## src/hub_cmd_pkg.sv

```systemverilog
package hub_cmd_pkg;

  // ****************************************
  // Command codes
  // ****************************************
  localparam logic [7:0] FAM_WRITE_IN_FIFO = 8'h14;
  localparam logic [7:0] FAM_WRITE_REG = 8'h40;
  localparam logic [7:0] FAM_READ_REG = 8'h41;
  localparam logic [7:0] FAM_GET_ATTR = 8'h42;
  localparam logic [7:0] FAM_DUMP_REGS = 8'h43;
  localparam logic [7:0] IDX_IN_FIFO = 8'h00;
  localparam logic [7:0] IDX_ACCEL = 8'h04;
  localparam int NUM_SENSORS = 5;
  localparam int ACCEL_SAMPLE_BYTES = 6;

  // ****************************************
  // Status codes returned with each answer
  // ****************************************
  localparam logic [7:0] STAT_OK = 8'h00;
  localparam logic [7:0] STAT_BAD_CMD = 8'h01;
  localparam logic [7:0] STAT_BAD_SENSOR = 8'h02;

  // ****************************************
  // Sensor attributes after reset
  // ****************************************
  localparam logic [7:0] DEF_WORD_BYTES = 8'h01;
  localparam logic [7:0] DEF_REG_COUNT = 8'h10;
  localparam logic [NUM_SENSORS-1:0] DEF_SENSOR_PRESENT = 5'h1F;

  // One byte of a command stream from the I2C framer
  typedef struct packed {
    logic [7:0] data;
    logic first;
    logic last;
  } cmd_byte_t;

  // One byte of an answer stream toward the I2C framer
  typedef struct packed {
    logic [7:0] data;
    logic last;
  } rsp_byte_t;

  // Register access issued toward a sensor
  typedef struct packed {
    logic [2:0] sensor;
    logic write;
    logic [7:0] addr;
    logic [7:0] wdata;
  } sns_req_t;

endpackage

```

## src/hub_cmd_decoder.sv

```systemverilog
// What this block does
// - Family 0x14 index 0x00 sends every byte after the two command bytes into the input FIFO and answers no data.
// - Family 0x40 takes an address byte then a value byte and writes the value to that sensor register.
// - The index byte 0x00 to 0x04 picks one of five sensors, 0x04 being the accelerometer.
// - Family 0x41 takes an address byte and answers the current value of that sensor register.
// - Family 0x42 takes no bytes and answers the word size in bytes then the register count.
// - Family 0x43 takes no bytes and answers address and value pairs from register 0 to the last.
// - An accelerometer sample is 6 bytes, three 16-bit two's complement axes with LSB of 0.001 g.
`timescale 1ns/10ps
module hub_cmd_decoder #(
  parameter int SAMPLE_BYTES = hub_cmd_pkg::ACCEL_SAMPLE_BYTES
) (
  input wire logic clk,
  input wire logic rst_n,
  input wire logic [hub_cmd_pkg::NUM_SENSORS-1:0] sensor_present,
  input wire logic cmd_valid,
  input wire hub_cmd_pkg::cmd_byte_t cmd,
  output logic cmd_ready,
  output logic rsp_valid,
  output hub_cmd_pkg::rsp_byte_t rsp,
  input wire logic rsp_ready,
  output logic fifo_valid,
  output logic [7:0] fifo_data,
  output logic fifo_sample_end,
  input wire logic fifo_ready,
  output logic sns_valid,
  output hub_cmd_pkg::sns_req_t sns_req,
  input wire logic sns_done,
  input wire logic [7:0] sns_rdata,
  input wire logic [7:0] attr_word_bytes,
  input wire logic [7:0] attr_reg_count
);

  typedef enum logic [2:0] {
    ST_FAMILY = 3'b000,
    ST_INDEX = 3'b001,
    ST_ARGS = 3'b010,
    ST_ACCESS = 3'b011,
    ST_ANSWER = 3'b100,
    ST_DRAIN = 3'b101
  } state_t;

  // ****************************************
  // Command parsing
  // ****************************************
  state_t state;
  logic [7:0] family;
  logic [2:0] sensor;
  logic [7:0] addr;
  logic [7:0] wdata;
  logic arg_cnt;
  logic [7:0] dump_addr;
  logic [7:0] dump_last;
  logic [1:0] ans_step;
  logic [7:0] status;
  logic [7:0] read_val;
  logic [7:0] samp_cnt;
  logic dump_wait;
  logic buf_in_ready;
  logic fifo_push;
  logic byte_take;

  function automatic logic sensor_ok(input logic [7:0] idx, input logic [hub_cmd_pkg::NUM_SENSORS-1:0] pres);
    sensor_ok = (idx <= hub_cmd_pkg::IDX_ACCEL) && pres[idx[2:0]];
  endfunction

  // Input FIFO bytes stall the command stream while the buffer is full
  assign fifo_push = (state == ST_ARGS) && (family == hub_cmd_pkg::FAM_WRITE_IN_FIFO) && cmd_valid;
  assign byte_take = cmd_valid && cmd_ready;

  always_ff @(posedge clk) begin
    if (!rst_n) begin
      cmd_ready <= 1'b0;
    end else begin
      cmd_ready <= (state == ST_FAMILY) || (state == ST_INDEX) || (state == ST_DRAIN) ||
                   ((state == ST_ARGS) && ((family != hub_cmd_pkg::FAM_WRITE_IN_FIFO) || buf_in_ready));
    end
  end

  always_ff @(posedge clk) begin
    if (!rst_n) begin
      state <= ST_FAMILY;
      family <= 8'h00;
      sensor <= 3'h0;
      addr <= 8'h00;
      wdata <= 8'h00;
      arg_cnt <= 1'b0;
      status <= hub_cmd_pkg::STAT_OK;
      dump_addr <= 8'h00;
      dump_last <= 8'h00;
      ans_step <= 2'h0;
      read_val <= 8'h00;
      dump_wait <= 1'b0;
      sns_valid <= 1'b0;
      sns_req <= '0;
    end else begin
      sns_valid <= 1'b0;
      unique case (state)
        ST_FAMILY: begin
          if (byte_take) begin
            family <= cmd.data;
            arg_cnt <= 1'b0;
            ans_step <= 2'h0;
            status <= cmd.last ? hub_cmd_pkg::STAT_BAD_CMD : hub_cmd_pkg::STAT_OK;
            state <= cmd.last ? ST_ANSWER : ST_INDEX;
          end
        end
        ST_INDEX: begin
          if (byte_take) begin
            sensor <= cmd.data[2:0];
            if (family == hub_cmd_pkg::FAM_WRITE_IN_FIFO) begin
              if (cmd.data != hub_cmd_pkg::IDX_IN_FIFO || !sensor_present[hub_cmd_pkg::IDX_ACCEL[2:0]]) begin
                status <= hub_cmd_pkg::STAT_BAD_SENSOR;
                state <= cmd.last ? ST_ANSWER : ST_DRAIN;
              end else begin
                state <= cmd.last ? ST_FAMILY : ST_ARGS;
              end
            end else if (family < hub_cmd_pkg::FAM_WRITE_REG || family > hub_cmd_pkg::FAM_DUMP_REGS) begin
              status <= hub_cmd_pkg::STAT_BAD_CMD;
              state <= cmd.last ? ST_ANSWER : ST_DRAIN;
            end else if (!sensor_ok(cmd.data, sensor_present)) begin
              status <= hub_cmd_pkg::STAT_BAD_SENSOR;
              state <= cmd.last ? ST_ANSWER : ST_DRAIN;
            end else if (family == hub_cmd_pkg::FAM_GET_ATTR || family == hub_cmd_pkg::FAM_DUMP_REGS) begin
              state <= cmd.last ? ST_ANSWER : ST_DRAIN;
              dump_addr <= 8'h00;
              dump_last <= attr_reg_count - 8'h01;
              status <= cmd.last ? hub_cmd_pkg::STAT_OK : hub_cmd_pkg::STAT_BAD_CMD;
            end else if (cmd.last) begin
              status <= hub_cmd_pkg::STAT_BAD_CMD;
              state <= ST_ANSWER;
            end else begin
              state <= ST_ARGS;
            end
          end
        end
        ST_ARGS: begin
          if (byte_take && family == hub_cmd_pkg::FAM_WRITE_IN_FIFO) begin
            if (cmd.last) begin
              state <= ST_FAMILY;
            end
          end else if (byte_take) begin
            if (!arg_cnt) begin
              addr <= cmd.data;
              arg_cnt <= 1'b1;
            end else begin
              wdata <= cmd.data;
            end
            if (cmd.last) begin
              if (family == hub_cmd_pkg::FAM_WRITE_REG && !arg_cnt) begin
                status <= hub_cmd_pkg::STAT_BAD_CMD;
                state <= ST_ANSWER;
              end else begin
                state <= ST_ACCESS;
                sns_valid <= 1'b1;
                sns_req.sensor <= sensor;
                sns_req.write <= (family == hub_cmd_pkg::FAM_WRITE_REG);
                sns_req.addr <= arg_cnt ? addr : cmd.data;
                sns_req.wdata <= cmd.data;
              end
            end
          end
        end
        ST_ACCESS: begin
          if (sns_done) begin
            read_val <= sns_rdata;
            state <= (family == hub_cmd_pkg::FAM_WRITE_REG) ? ST_FAMILY : ST_ANSWER;
          end
        end
        ST_DRAIN: begin
          if (byte_take && cmd.last) begin
            state <= ST_ANSWER;
          end
        end
        ST_ANSWER: begin
          if (rsp_valid && rsp_ready && rsp.last) begin
            state <= ST_FAMILY;
          end else if (rsp_valid && rsp_ready) begin
            ans_step <= ans_step + 2'h1;
            if (family == hub_cmd_pkg::FAM_DUMP_REGS && ans_step == 2'h3) begin
              ans_step <= 2'h1;
              dump_addr <= dump_addr + 8'h01;
            end
          end else if (family == hub_cmd_pkg::FAM_DUMP_REGS && ans_step == 2'h1) begin
            // One read per register; its done moves the dump on to the address byte
            if (!dump_wait) begin
              dump_wait <= 1'b1;
              sns_valid <= 1'b1;
              sns_req.sensor <= sensor;
              sns_req.write <= 1'b0;
              sns_req.addr <= dump_addr;
            end else if (sns_done) begin
              dump_wait <= 1'b0;
              read_val <= sns_rdata;
              ans_step <= 2'h2;
            end
          end
        end
        default: state <= ST_FAMILY;
      endcase
    end
  end

  // ****************************************
  // Answer stream: status byte then payload
  // ****************************************
  always_ff @(posedge clk) begin
    if (!rst_n) begin
      rsp_valid <= 1'b0;
      rsp <= '0;
    end else if (rsp_valid && !rsp_ready) begin
      rsp_valid <= 1'b1;
    end else if (state == ST_ANSWER && !(rsp_valid && rsp_ready)) begin
      rsp_valid <= 1'b0;
      if (ans_step == 2'h0) begin
        rsp_valid <= 1'b1;
        rsp.data <= status;
        rsp.last <= (status != hub_cmd_pkg::STAT_OK) || (family == hub_cmd_pkg::FAM_DUMP_REGS && dump_last == 8'hFF);
      end else if (family == hub_cmd_pkg::FAM_READ_REG) begin
        rsp_valid <= 1'b1;
        rsp.data <= read_val;
        rsp.last <= 1'b1;
      end else if (family == hub_cmd_pkg::FAM_GET_ATTR) begin
        rsp_valid <= 1'b1;
        rsp.data <= (ans_step == 2'h1) ? attr_word_bytes : attr_reg_count;
        rsp.last <= (ans_step == 2'h2);
      end else if (ans_step == 2'h2) begin
        rsp_valid <= 1'b1;
        rsp.data <= dump_addr;
        rsp.last <= 1'b0;
      end else if (ans_step == 2'h3) begin
        rsp_valid <= 1'b1;
        rsp.data <= read_val;
        rsp.last <= (dump_addr == dump_last);
      end
    end else begin
      rsp_valid <= 1'b0;
    end
  end

  // ****************************************
  // Two-entry skid buffer toward the input FIFO
  // ****************************************
  logic [1:0][8:0] buf_mem;
  logic [1:0] buf_cnt;
  logic buf_rd;
  logic buf_wr;
  logic buf_pop;
  logic [1:0] next_buf_cnt;
  assign buf_wr = fifo_push && cmd_ready;
  assign buf_rd = fifo_valid && fifo_ready;
  assign buf_pop = (buf_rd || !fifo_valid) && (buf_cnt != 2'h0);
  assign next_buf_cnt = buf_cnt + (buf_wr ? 2'h1 : 2'h0) - (buf_pop ? 2'h1 : 2'h0);
  // Ready is registered, so it must see the count after this cycle's write or a third byte would overrun
  assign buf_in_ready = (next_buf_cnt != 2'h2);

  // Sample boundaries marked so the FIFO can check whole samples
  always_ff @(posedge clk) begin
    if (!rst_n) begin
      samp_cnt <= 8'h00;
    end else if (state == ST_INDEX) begin
      samp_cnt <= 8'h00;
    end else if (buf_wr) begin
      samp_cnt <= (samp_cnt == 8'(SAMPLE_BYTES - 1)) ? 8'h00 : samp_cnt + 8'h01;
    end
  end

  always_ff @(posedge clk) begin
    if (!rst_n) begin
      buf_cnt <= 2'h0;
      buf_mem <= '0;
      fifo_valid <= 1'b0;
      fifo_data <= 8'h00;
      fifo_sample_end <= 1'b0;
    end else begin
      if (buf_rd || !fifo_valid) begin
        if (buf_cnt != 2'h0) begin
          fifo_valid <= 1'b1;
          {fifo_sample_end, fifo_data} <= buf_mem[0];
          buf_mem[0] <= buf_mem[1];
        end else begin
          fifo_valid <= 1'b0;
        end
      end
      if (buf_wr) begin
        buf_mem[buf_cnt - ((buf_rd || !fifo_valid) && buf_cnt != 2'h0 ? 2'h1 : 2'h0)] <=
          {samp_cnt == 8'(SAMPLE_BYTES - 1), cmd.data};
      end
      buf_cnt <= next_buf_cnt;
    end
  end

endmodule // hub_cmd_decoder

```

## config.mk

```make
export PLATFORM = sky130hd
export DESIGN_NAME = hub_cmd_decoder
export DESIGN_NICKNAME = d
export VERILOG_FILES = /design/src/hub_cmd_pkg.sv /design/src/hub_cmd_decoder.sv
export SDC_FILE = /design/constraint.sdc
export NUM_CORES = 1
export LEC_CHECK = 0
export ABC_AREA = 0
export BUFFER_PORTS_ARGS = -buffer_cell sky130_fd_sc_hd__buf_2
export CAP_MARGIN = 30
export CORE_ASPECT_RATIO = 1.2
export CORE_MARGIN = 3
export CORE_UTILIZATION = 25
export CTS_CLUSTER_SIZE = 30
export DETAILED_ROUTE_END_ITERATION = 16
export PLACE_DENSITY = 0.53
export SYNTH_ARGS = -nofsm -noshare
export SYNTH_HDL_FRONTEND = slang
export SYNTH_SLANG_ARGS = --single-unit
```

## constraint.sdc

```tcl
create_clock -name clk -period 2.9 [get_ports clk]
set_input_delay 0.145 -clock clk [delete_from_list [all_inputs] [get_ports clk]]
set_output_delay 0.145 -clock clk [all_outputs]
set_load 0.05 [all_outputs]
```

## Word level (Yosys, flattened, before mapping)

Cells that the tools add are included.
W data, S select, Z words.

- Bits in registers: 128
- Bits of input ports: 45
- Logic and storage cells: 266

- Equality and inequality tests: 47
- Reductions and logical operators: 61
- Add/sub/neg operators: 7
- Mux-type cells: 110
- Bitwise logic cells: 8
- Magnitude comparators: 6

Operator list:

| kind | count |
|---|---|
| $mux W8 | 28 |
| $mux W9 | 10 |
| $mux W20 | 4 |
| $mux W3 | 18 |
| $mux W12 | 4 |
| $ne A2 B2 Y1 const B | 20 |
| $eq A8 B7 Y1 const B | 4 |
| $pmux W8 S2 | 2 |
| $mux W1 | 27 |
| $reduce_and A9 Y1 | 3 |
| $pmux W12 S2 | 1 |
| $pmux W8 S3 | 1 |
| $logic_and A1 B1 Y1 | 19 |
| $bwmux W18 | 1 |
| $ne A3 B3 Y1 const B | 6 |
| $pmux W3 S6 | 1 |
| $add A8 B1 Y8 const B | 2 |
| $mux W2 | 8 |
| $reduce_bool A8 Y1 | 2 |
| $reduce_and A6 Y1 | 2 |
| $reduce_bool A2 Y1 | 6 |
| $reduce_and A5 Y1 | 2 |
| $demux W9 S1 | 1 |
| $logic_or A1 B1 Y1 | 9 |
| other kinds (38) | 58 |

## Longest topological paths before layout

Gate-level depths: netlist (run 1).

- Word-level depth: 11
- Gate-level depth with buffers: 12
- Mapped depth without buffers: 11

## Least setup slack after synthesis (run 1)

No wires, ideal clock.

- Kind: register -> register
- Start: reg family[0]
- End: reg cmd_ready
- Data arrival time: 2764 ps
- Stages on the path, launching flop included: 13
- Data required time: 2785 ps
- Slack: 21 ps
- Library setup time: 115 ps
- Cell sequence: dfxtp_1 buf_6 or4b_4 nor4_4 inv_1 ha_1 inv_1 ha_1 xor2_1 xnor2_1 nor4_1 o21ai_0 and3_1

- Longest elaborated chain between the ends: 11

RTL lines:

| what | RTL line | text |
|---|---|---|
| start: declaration | hub_cmd_decoder.sv:47 | `logic [7:0] family;` |
| start signal: assignment | hub_cmd_decoder.sv:101 | `family <= cmd.data;` |
| $eq A8 B5 Y1 | hub_cmd_decoder.sv:68 | `assign fifo_push = (state == ST_ARGS) && (family == hub_cmd_pkg::FAM_WRITE_IN_FIFO) && cmd_valid;` |
| $logic_and A1 B1 Y1 (2 in series) | hub_cmd_decoder.sv:68 |  |
| $logic_and A1 B1 Y1 | hub_cmd_decoder.sv:250 | `assign buf_wr = fifo_push && cmd_ready;` |
| $mux W1 | hub_cmd_decoder.sv:253 | `assign next_buf_cnt = buf_cnt + (buf_wr ? 2'h1 : 2'h0) - (buf_pop ? 2'h1 : 2'h0);` |
| $add A2 B1 Y2 | hub_cmd_decoder.sv:253 |  |
| $sub A2 B2 Y2 | hub_cmd_decoder.sv:253 |  |
| $ne A2 B2 Y1 | hub_cmd_decoder.sv:255 | `assign buf_in_ready = (next_buf_cnt != 2'h2);` |
| $logic_or A1 B1 Y1 (*) | hub_cmd_decoder.sv:76 | `((state == ST_ARGS) && ((family != hub_cmd_pkg::FAM_WRITE_IN_FIFO) \|\| buf_in_ready));` |
| $logic_and A1 B1 Y1 (*) | hub_cmd_decoder.sv:76 |  |
| $logic_or A1 B1 Y1 (*) | hub_cmd_decoder.sv:75 | `cmd_ready <= (state == ST_FAMILY) \|\| (state == ST_INDEX) \|\| (state == ST_DRAIN) \|\|` |
| end signal: assignment | hub_cmd_decoder.sv:75 |  |
| end: declaration | hub_cmd_decoder.sv:18 | `output logic cmd_ready,` |

Every way passes the cells marked *; elsewhere a longest branch is shown, timed or not.
A chain may end at the register's enable or synchronous reset.

## Worst setup path in the final report (run 1)

- Start: reg family[2]
- End: reg cmd_ready

The elaborated chain is that of the path after synthesis.

==> flow_metrics.env, run 1 <==
export IMPL_cts_reportedPaths_clkPinSlew_ps=60
export IMPL_cts_made_buffers=17
export IMPL_cp_required_ps=3210
export IMPL_die_w_um=149
export IMPL_antenna_cells=0
export IMPL_dp_cells=1131
export IMPL_post_route_min_period_ps=2670
export IMPL_whs_ps=63.6
export IMPL_port_buffer_count=85
export IMPL_cts_root_buf="clkbuf_16"
export IMPL_r2r_cells=11
export IMPL_timing_rr_start="family[2]"
export IMPL_core_area_um2=24000
export IMPL_yosysMostFrequentCell="dfxtp_1"
export IMPL_grt_util_all_layers=0.136
export IMPL_hold_depth=3
export IMPL_synth_top_cells_by_count="122 x dfxtp_1, 102 x nand2_1, 98 x nor2_1, 44 x o21ai_0, 41 x a21oi_1"
export IMPL_synthArstFlopShare=0
export IMPL_synth_warnings=0
export IMPL_synth_enable_flop_cells=0
export IMPL_grt_max_degree=44
export IMPL_critPathMaxFanout=5
export IMPL_grt_overflow_total=0
export IMPL_clk_latency_ps=420
export IMPL_path_cells="or4b_4, nor4_4, inv_1, ha_1, inv_1, ha_1, xor2_1, xnor2_1, nor4_1, o21ai_0, and3_1"
export IMPL_max_stage_delay_ps=520
export IMPL_drc_errors=0
export IMPL_wire_per_inst_um=15.4
export IMPL_vias=5622
export IMPL_numClockSinks=122
export IMPL_hold_violations=0
export IMPL_drt_total_wl_um=18000
export IMPL_post_cts_buffers=0
export IMPL_synth_ff_type="dfxtp_1"
export IMPL_area_growth_pct=24.8
export IMPL_synth_nets=812
export IMPL_initial_core_util=0.256
export IMPL_hp_start="cmd[5]"
export IMPL_cts_tree="yes"
export IMPL_netlist_instances=756
export IMPL_path_class="reg -> reg"
export IMPL_syn_area_per_cell_um2=8.13
export IMPL_power_total_mw=5.60
export IMPL_synth_area_leaders="dfxtp_1 40%, mux2i_1 6.5%, nand2_1 6.2%, nor2_1 6.0%, o21ai_0 3.6%"
export IMPL_yosys_cell_types_count=71
export IMPL_gp_congestion=0.868
export IMPL_end_kind="flop"
export IMPL_skew_ps=12.6
export IMPL_drtIter0Drc=280
export IMPL_synth_top_area_share=0.397
export IMPL_power_density_nw_per_um2=730
export IMPL_crit_path_top_delay_cell="or4b_4"
export IMPL_synth_area_leader_cell="dfxtp_1"
export IMPL_reg2reg_slack_ps=230
export IMPL_grt_pass1_wl_um=28800
export IMPL_tns_ps=0
export IMPL_status="finished, final reports clean"
export IMPL_vias_per_cell=4.80
export IMPL_grt_pass1_vias=5357
export IMPL_rsz0062_at_grt="false"
export IMPL_fin_cells=1172
export IMPL_leakagePower_nw=2.89
export IMPL_critical_path_reg2reg_endpoint="cmd_ready"
export IMPL_ys_seq_elements=122
export IMPL_num_rows=62
export IMPL_fp_dieH_um=178
export IMPL_finalNetCount=895
export IMPL_fin_crit_sh=0.920
export IMPL_maxCapViolCount=0
export IMPL_worst_slew_pin_slew_ps=796
export IMPL_start_kind="flop"
export IMPL_maxSlewHeadroom=0.468
export IMPL_netlist_area_um2=6150
export IMPL_worstPathArrival_ps=2980
export IMPL_dp_slack_ps=177
export IMPL_hp_class="in -> reg"
export IMPL_antenna_found_initial=0
export IMPL_hpwl_um=13000
export IMPL_fin_ws_ps=233
export IMPL_ant_nets=0
export IMPL_slew_viol_final=0
export IMPL_drtPass1Iterations=4
export IMPL_die_area_um2=26500
export IMPL_setup_viol=0
export IMPL_drive_above_1_share=0.198
export IMPL_clock_fmax_mhz=375
export IMPL_ys_seq_area_frac=0.397
export IMPL_htreeDepth=4
export IMPL_ir_worst_vdd_mv=0.404
export IMPL_ios=87
export IMPL_hold_end="sns_req[3]"
export IMPL_cts_buffer_depth=2
[what timing repair did]
action | in CTS | in global routing
endpoints found under the hold margin | 9 | 0
hold buffers | 9 | 0
endpoints found under the setup margin | 0 | 1
resized for setup | 0 | 2
[placed cells by master, fill, tap and decap left out, drive strengths merged, types with 5 or more instances in the layout]
cell type / synthesis / routed
buf: 13 / 106
ha: 11 / 11
dlygate4sd3: 0 / 9
o211ai: 5 / 5
inv: 21 / 22
a221oi: 6 / 6
o31ai: 5 / 5
o21ai: 44 / 44
clkbuf: 38 / 21
nand4: 5 / 5
bufinv: 0 / 5
mux2i: 40 / 40
nor3: 15 / 15
nand2: 103 / 103
mux2: 5 / 5
xnor2: 10 / 10
nor4: 7 / 7
xor2: 15 / 15
a22o: 11 / 11
a21oi: 41 / 41
nand2b: 6 / 6
nor2: 101 / 101
a311oi: 11 / 11
a211oi: 14 / 14
a31oi: 16 / 16
dfxtp: 122 / 122
nand3: 33 / 33
or3: 5 / 5
[layout make-up]
| cell class | count | area, µm² |
|---|---|---|
| clock buffers | 21 | 470 |
| clock inverters | 11 | 190 |
| fillers | 2607 | 16400 |
| inverters | 22 | 86.3 |
| multi-input cells | 561 | 3410 |
| flip-flops and latches | 122 | 2440 |
| well taps | 320 | 400 |
| repair buffers | 115 | 673 |
[layer usage]
metal	wire length, µm	GRT usage	up-vias	part of all wire
met2	8700	0.226	122	0.48
met4	164	0.0298	0	0.0091
met1	8350	0.180	2647	0.46
met3	815	0.0322	13	0.045
met5	0	0	-	0
li1	-	-	2840	-
[stage by stage]
step                      area, µm²   util
after detailed placement       6920  0.288
after global routing           7680  0.319
after global placement         6920  0.288
final                          7680  0.319
after floorplan                6150      -
after CTS                      7670  0.319
[where the power goes]
group	total, mW	internal (mW)	leakage, nW	switching [mW]
logic	1.37	0.461	1.58	0.908
clock network	2.38	1.59	0.323	0.791
registers	1.85	1.77	0.985	0.0784
total	5.60	3.83	2.89	1.78
[kinds of logic (layout without fill, tap and decap cells)]
| logic type | Yosys count | in the layout | share of synthesized area |
|---|---|---|---|
| compound gates | 176 | 176 | 0.189 |
| xor+xnor | 25 | 25 | 0.0356 |
| fa+ha+maj | 11 | 11 | 0.0224 |
| buf+inv | 73 | 169 | 0.0490 |
| flops | 122 | 122 | 0.397 |
| mux | 45 | 45 | 0.0743 |
| simple gates | 304 | 304 | 0.232 |
[state kept, by name, summed over array words and instances (netlist names), 2 cells and up]
name,count
fifo_data,8
read_val,8
addr,8
dump_addr,8
status,2
state,3
sns_req,20
samp_cnt,8
rsp,9
sensor,3
buf_mem,18
ans_step,2
family,8
buf_cnt,2
dump_last,8
[worst max-delay path by stage]
stage,startpoint,end,slack (ps),cells past startpoint
floorplan,family[0],cmd_ready,20,12
global placement,family[3],cmd_ready,230,11
detailed placement,family[3],cmd_ready,180,11
CTS,family[3],cmd_ready,150,11
global route,family[2],cmd_ready,20,11
finish,family[2],cmd_ready,230,11
[critical path: cells and delay by family (launching register included)]
kind	cells	cell delay, ps
AND/OR/NAND/NOR	4	1200
adder cells (fa/ha/maj)	2	460
flip-flops	1	370
XOR/XNOR	2	290
buffers and inverters	2	140
AO/OA/AOI/OAI	1	100
Power figures use the tool's default switching activity.
==> inputs of run 2 (changes only) <==
--- a/config.mk
+++ b/config.mk
@@ -5,15 +5,16 @@
 export SDC_FILE = /design/constraint.sdc
 export NUM_CORES = 1
 export LEC_CHECK = 0
-export ABC_AREA = 0
+export ABC_AREA = 1
 export BUFFER_PORTS_ARGS = -buffer_cell sky130_fd_sc_hd__buf_2
 export CAP_MARGIN = 30
-export CORE_ASPECT_RATIO = 1.2
+export CORE_ASPECT_RATIO = 1.25
 export CORE_MARGIN = 3
 export CORE_UTILIZATION = 25
 export CTS_CLUSTER_SIZE = 30
 export DETAILED_ROUTE_END_ITERATION = 16
-export PLACE_DENSITY = 0.53
+export GPL_ROUTABILITY_DRIVEN = 0
+export PLACE_DENSITY = 0.52
 export SYNTH_ARGS = -nofsm -noshare
 export SYNTH_HDL_FRONTEND = slang
 export SYNTH_SLANG_ARGS = --single-unit
==> run 2 against run 1 <==
Sequential cell count did not move. Total power rose by 13%. Sequential power rose by 8%. Critical path depth is 2 higher. Die area increased by 6.0%. Final cell count increased by 18%. Clock skew fell by 0.58 ps. Routed wire length grew 8.9%. Non-clock buffer count fell by 17. Combinational power is 62% higher. Design area rose by 3.3%.
==> flow_metrics.env, run 2 <==
export IMPL_drtPass1Iterations=7
export IMPL_hp_start="sns_rdata[6]"
export IMPL_die_w_um=151
export IMPL_ir_worst_vdd_mv=0.454
export IMPL_ios=87
export IMPL_wire_per_inst_um=14.2
export IMPL_reg_largest_list="sns_req (20), buf_mem (18), rsp (9)"
export IMPL_synthArstFlopShare=0
export IMPL_clkPwrFrac=0.337
export IMPL_hold_end="read_val[6]"
export IMPL_register_area_um2=2440
export IMPL_drive_above_1_share=0.173
export IMPL_die_area_um2=28100
export IMPL_r2r_cells=13
export IMPL_cts_tree="yes"
export IMPL_cts_buffer_depth=2
export IMPL_comb_power_share=0.349
export IMPL_initial_core_util=0.257
export IMPL_clk_latency_ps=430
export IMPL_grt_pass1_wl_um=31500
export IMPL_netlist_area_um2=6530
export IMPL_fillers=2823
export IMPL_hold_violations=0
export IMPL_synth_ff_type="dfxtp_1"
export IMPL_finalNetCount=1092
export IMPL_largest_reg_flops=20
export IMPL_tns_ps=0
export IMPL_status="finished, final reports clean"
export IMPL_mostFrequentLayoutCells="154 x nand2_1, 151 x nor2_1, 122 x dfxtp_1"
export IMPL_cts_reportedPaths_clkPinSlew_ps=60
export IMPL_cp_required_ps=3160
export IMPL_path_class="reg -> reg"
export IMPL_start_kind="flop"
export IMPL_synth_top_cells_by_count="154 x nand2_1, 151 x nor2_1, 122 x dfxtp_1, 103 x o21ai_0, 100 x a21oi_1"
export IMPL_grt_overflow_total=0
export IMPL_clock_fmax_mhz=425
export IMPL_synth_warnings=0
export IMPL_regMostFlops="sns_req"
export IMPL_vias_per_cell=4.55
export IMPL_fin_crit_sh=0.812
export IMPL_ant_nets=0
export IMPL_grt_pass1_vias=6000
export IMPL_slew_viol_final=0
export IMPL_cts_root_buf="clkbuf_16"
export IMPL_yosysMostFrequentCell="nand2_1"
export IMPL_max_stage_delay_ps=330
export IMPL_grt_max_degree=48
export IMPL_final_common_cell="nand2_1"
export IMPL_numClockSinks=122
export IMPL_synth_area_leader_cell="dfxtp_1"
export IMPL_critPathMaxFanout=5
export IMPL_netlist_instances=952
export IMPL_synth_top_area_share=0.374
export IMPL_dp_cells=1346
export IMPL_ys_seq_elements=122
export IMPL_antenna_cells=0
export IMPL_grt_util_all_layers=0.141
export IMPL_swShare=0.410
export IMPL_fp_dieH_um=187
export IMPL_port_buffer_count=85
export IMPL_drt_total_wl_um=19600
export IMPL_drtIter0Drc=416
export IMPL_cts_made_buffers=17
export IMPL_antenna_found_initial=0
export IMPL_maxSlewHeadroom=0.407
export IMPL_htreeDepth=4
export IMPL_power_density_nw_per_um2=800
export IMPL_worst_slew_pin_slew_ps=889
export IMPL_end_kind="flop"
export IMPL_synth_nets=1008
export IMPL_hp_class="in -> reg"
export IMPL_hold_depth=3
export IMPL_fin_cells=1384
export IMPL_syn_area_per_cell_um2=6.86
export IMPL_crit_path_top_delay_cell="dfxtp_1"
export IMPL_cts_repair_resized=0
export IMPL_critical_path_reg2reg_endpoint="cmd_ready"
export IMPL_path_cells="inv_1, nand3_1, nor2_4, nand2_1, nor2_4, inv_1, ha_1, inv_1, ha_1, xnor2_1, xor2_1, o31ai_1, a31oi_1"
export IMPL_hpwl_um=14800
export IMPL_whs_ps=22.2
export IMPL_skew_ps=12.0
export IMPL_reg2reg_slack_ps=550
export IMPL_power_frac_seq=0.314
export IMPL_vias=6298
export IMPL_synth_area_leaders="dfxtp_1 37%, nand2_1 8.9%, nor2_1 8.7%, o21ai_0 7.9%, a21oi_1 7.7%"
export IMPL_maxCapViolCount=0
export IMPL_setup_viol=0
export IMPL_internal_power_mw=3.74
export IMPL_num_rows=65
export IMPL_fin_util=0.312
export IMPL_leakagePower_nw=3.24
export IMPL_core_area_um2=25500
export IMPL_timing_rr_start="family[3]"
export IMPL_p_switching_mw=2.60
export IMPL_yosys_cell_types_count=47
export IMPL_area_growth_pct=21.5
export IMPL_multiInputGateArea_um2=3530
export IMPL_post_route_min_period_ps=2350
export IMPL_ys_seq_area_frac=0.374
export IMPL_synth_enable_flop_cells=0
export IMPL_rsz0062_at_grt="false"
export IMPL_drc_errors=0
export IMPL_cpMostUsedCell="inv_1"
export IMPL_worstPathArrival_ps=2620
[run 2: cell count changes in the layout (fill, tap and decap cells not counted), moves of 24 or more]
cell and delta:
a21oi_1 +59, o21ai_0 +59, inv_1 +73, mux2i_1 -40
nor2_1 +53, nand3_1 +24, nand2_1 +52
[run 2: layout make-up]
class	instances	share of cell area
inverters	105	0.0499
well taps	335	0.0528
multi-input cells	692	0.446
flip-flops and latches	122	0.308
repair buffers	98	0.0694
clock inverters	15	0.0207
clock buffers	17	0.0536
[run 2: power groups by stage]
stage                     Combinational, mW  Clock [mW]  Sequential, mW
after floorplan                        1.42           0            2.26
after global routing                   2.47        2.25            2.02
after global placement                 2.22           0            2.02
final                                  2.22        2.14            1.99
after detailed placement               2.20           0            2.03
after CTS                              2.22        2.18            1.99
[run 2: critical path: cells and delay by family, from the launching register on]
family	cells	cell delay, ps
AO/OA/AOI/OAI	2	300
XOR/XNOR	2	290
adder cells (fa/ha/maj)	2	440
buffers and inverters	3	190
flip-flops	1	330
AND/OR/NAND/NOR	4	650
[run 2: logic make-up after synthesis]
logic type | after synthesis | synth area share
fa+ha+maj | 11 | 0.0211
flops | 122 | 0.374
simple gates | 432 | 0.308
compound gates | 233 | 0.191
buf+inv | 138 | 0.0847
xor+xnor | 16 | 0.0215
[run 2: worst max path at each step]
stage	to	slack, ps	from
after detailed placement	cmd_ready	550	family[1]
final	cmd_ready	550	family[3]
after global routing	cmd_ready	360	family[6]
after global placement	cmd_ready	530	family[1]
after floorplan	cmd_ready	470	cmd_ready
after CTS	cmd_ready	530	family[0]
[run 2: routing by layer]
metal	GRT usage	part of all wire	vias to the layer above
li1	-	-	3303
met5	0	0	-
met4	0.0496	0.017	0
met2	0.236	0.50	102
met3	0.0279	0.038	19
met1	0.180	0.45	2874
[run 2: through the flow]
stage | power, mW | cell area (µm²) | setup WS (ps)
6_report | 6.35 | 7930 | 546
5_1_grt | 6.73 | 7930 | 365
4_1_cts | 6.39 | 7930 | 531
3_5_place_dp | 4.23 | 7280 | 548
3_3_place_gp | 4.24 | 7280 | 535
2_1_floorplan | 3.69 | 6530 | 470
[run 2: repair_timing]
| action | in CTS | in global routing |
|---|---|---|
| hold endpoints to repair | 6 | 0 |
| buffers inserted | 0 | 0 |
| hold buffers | 6 | 0 |
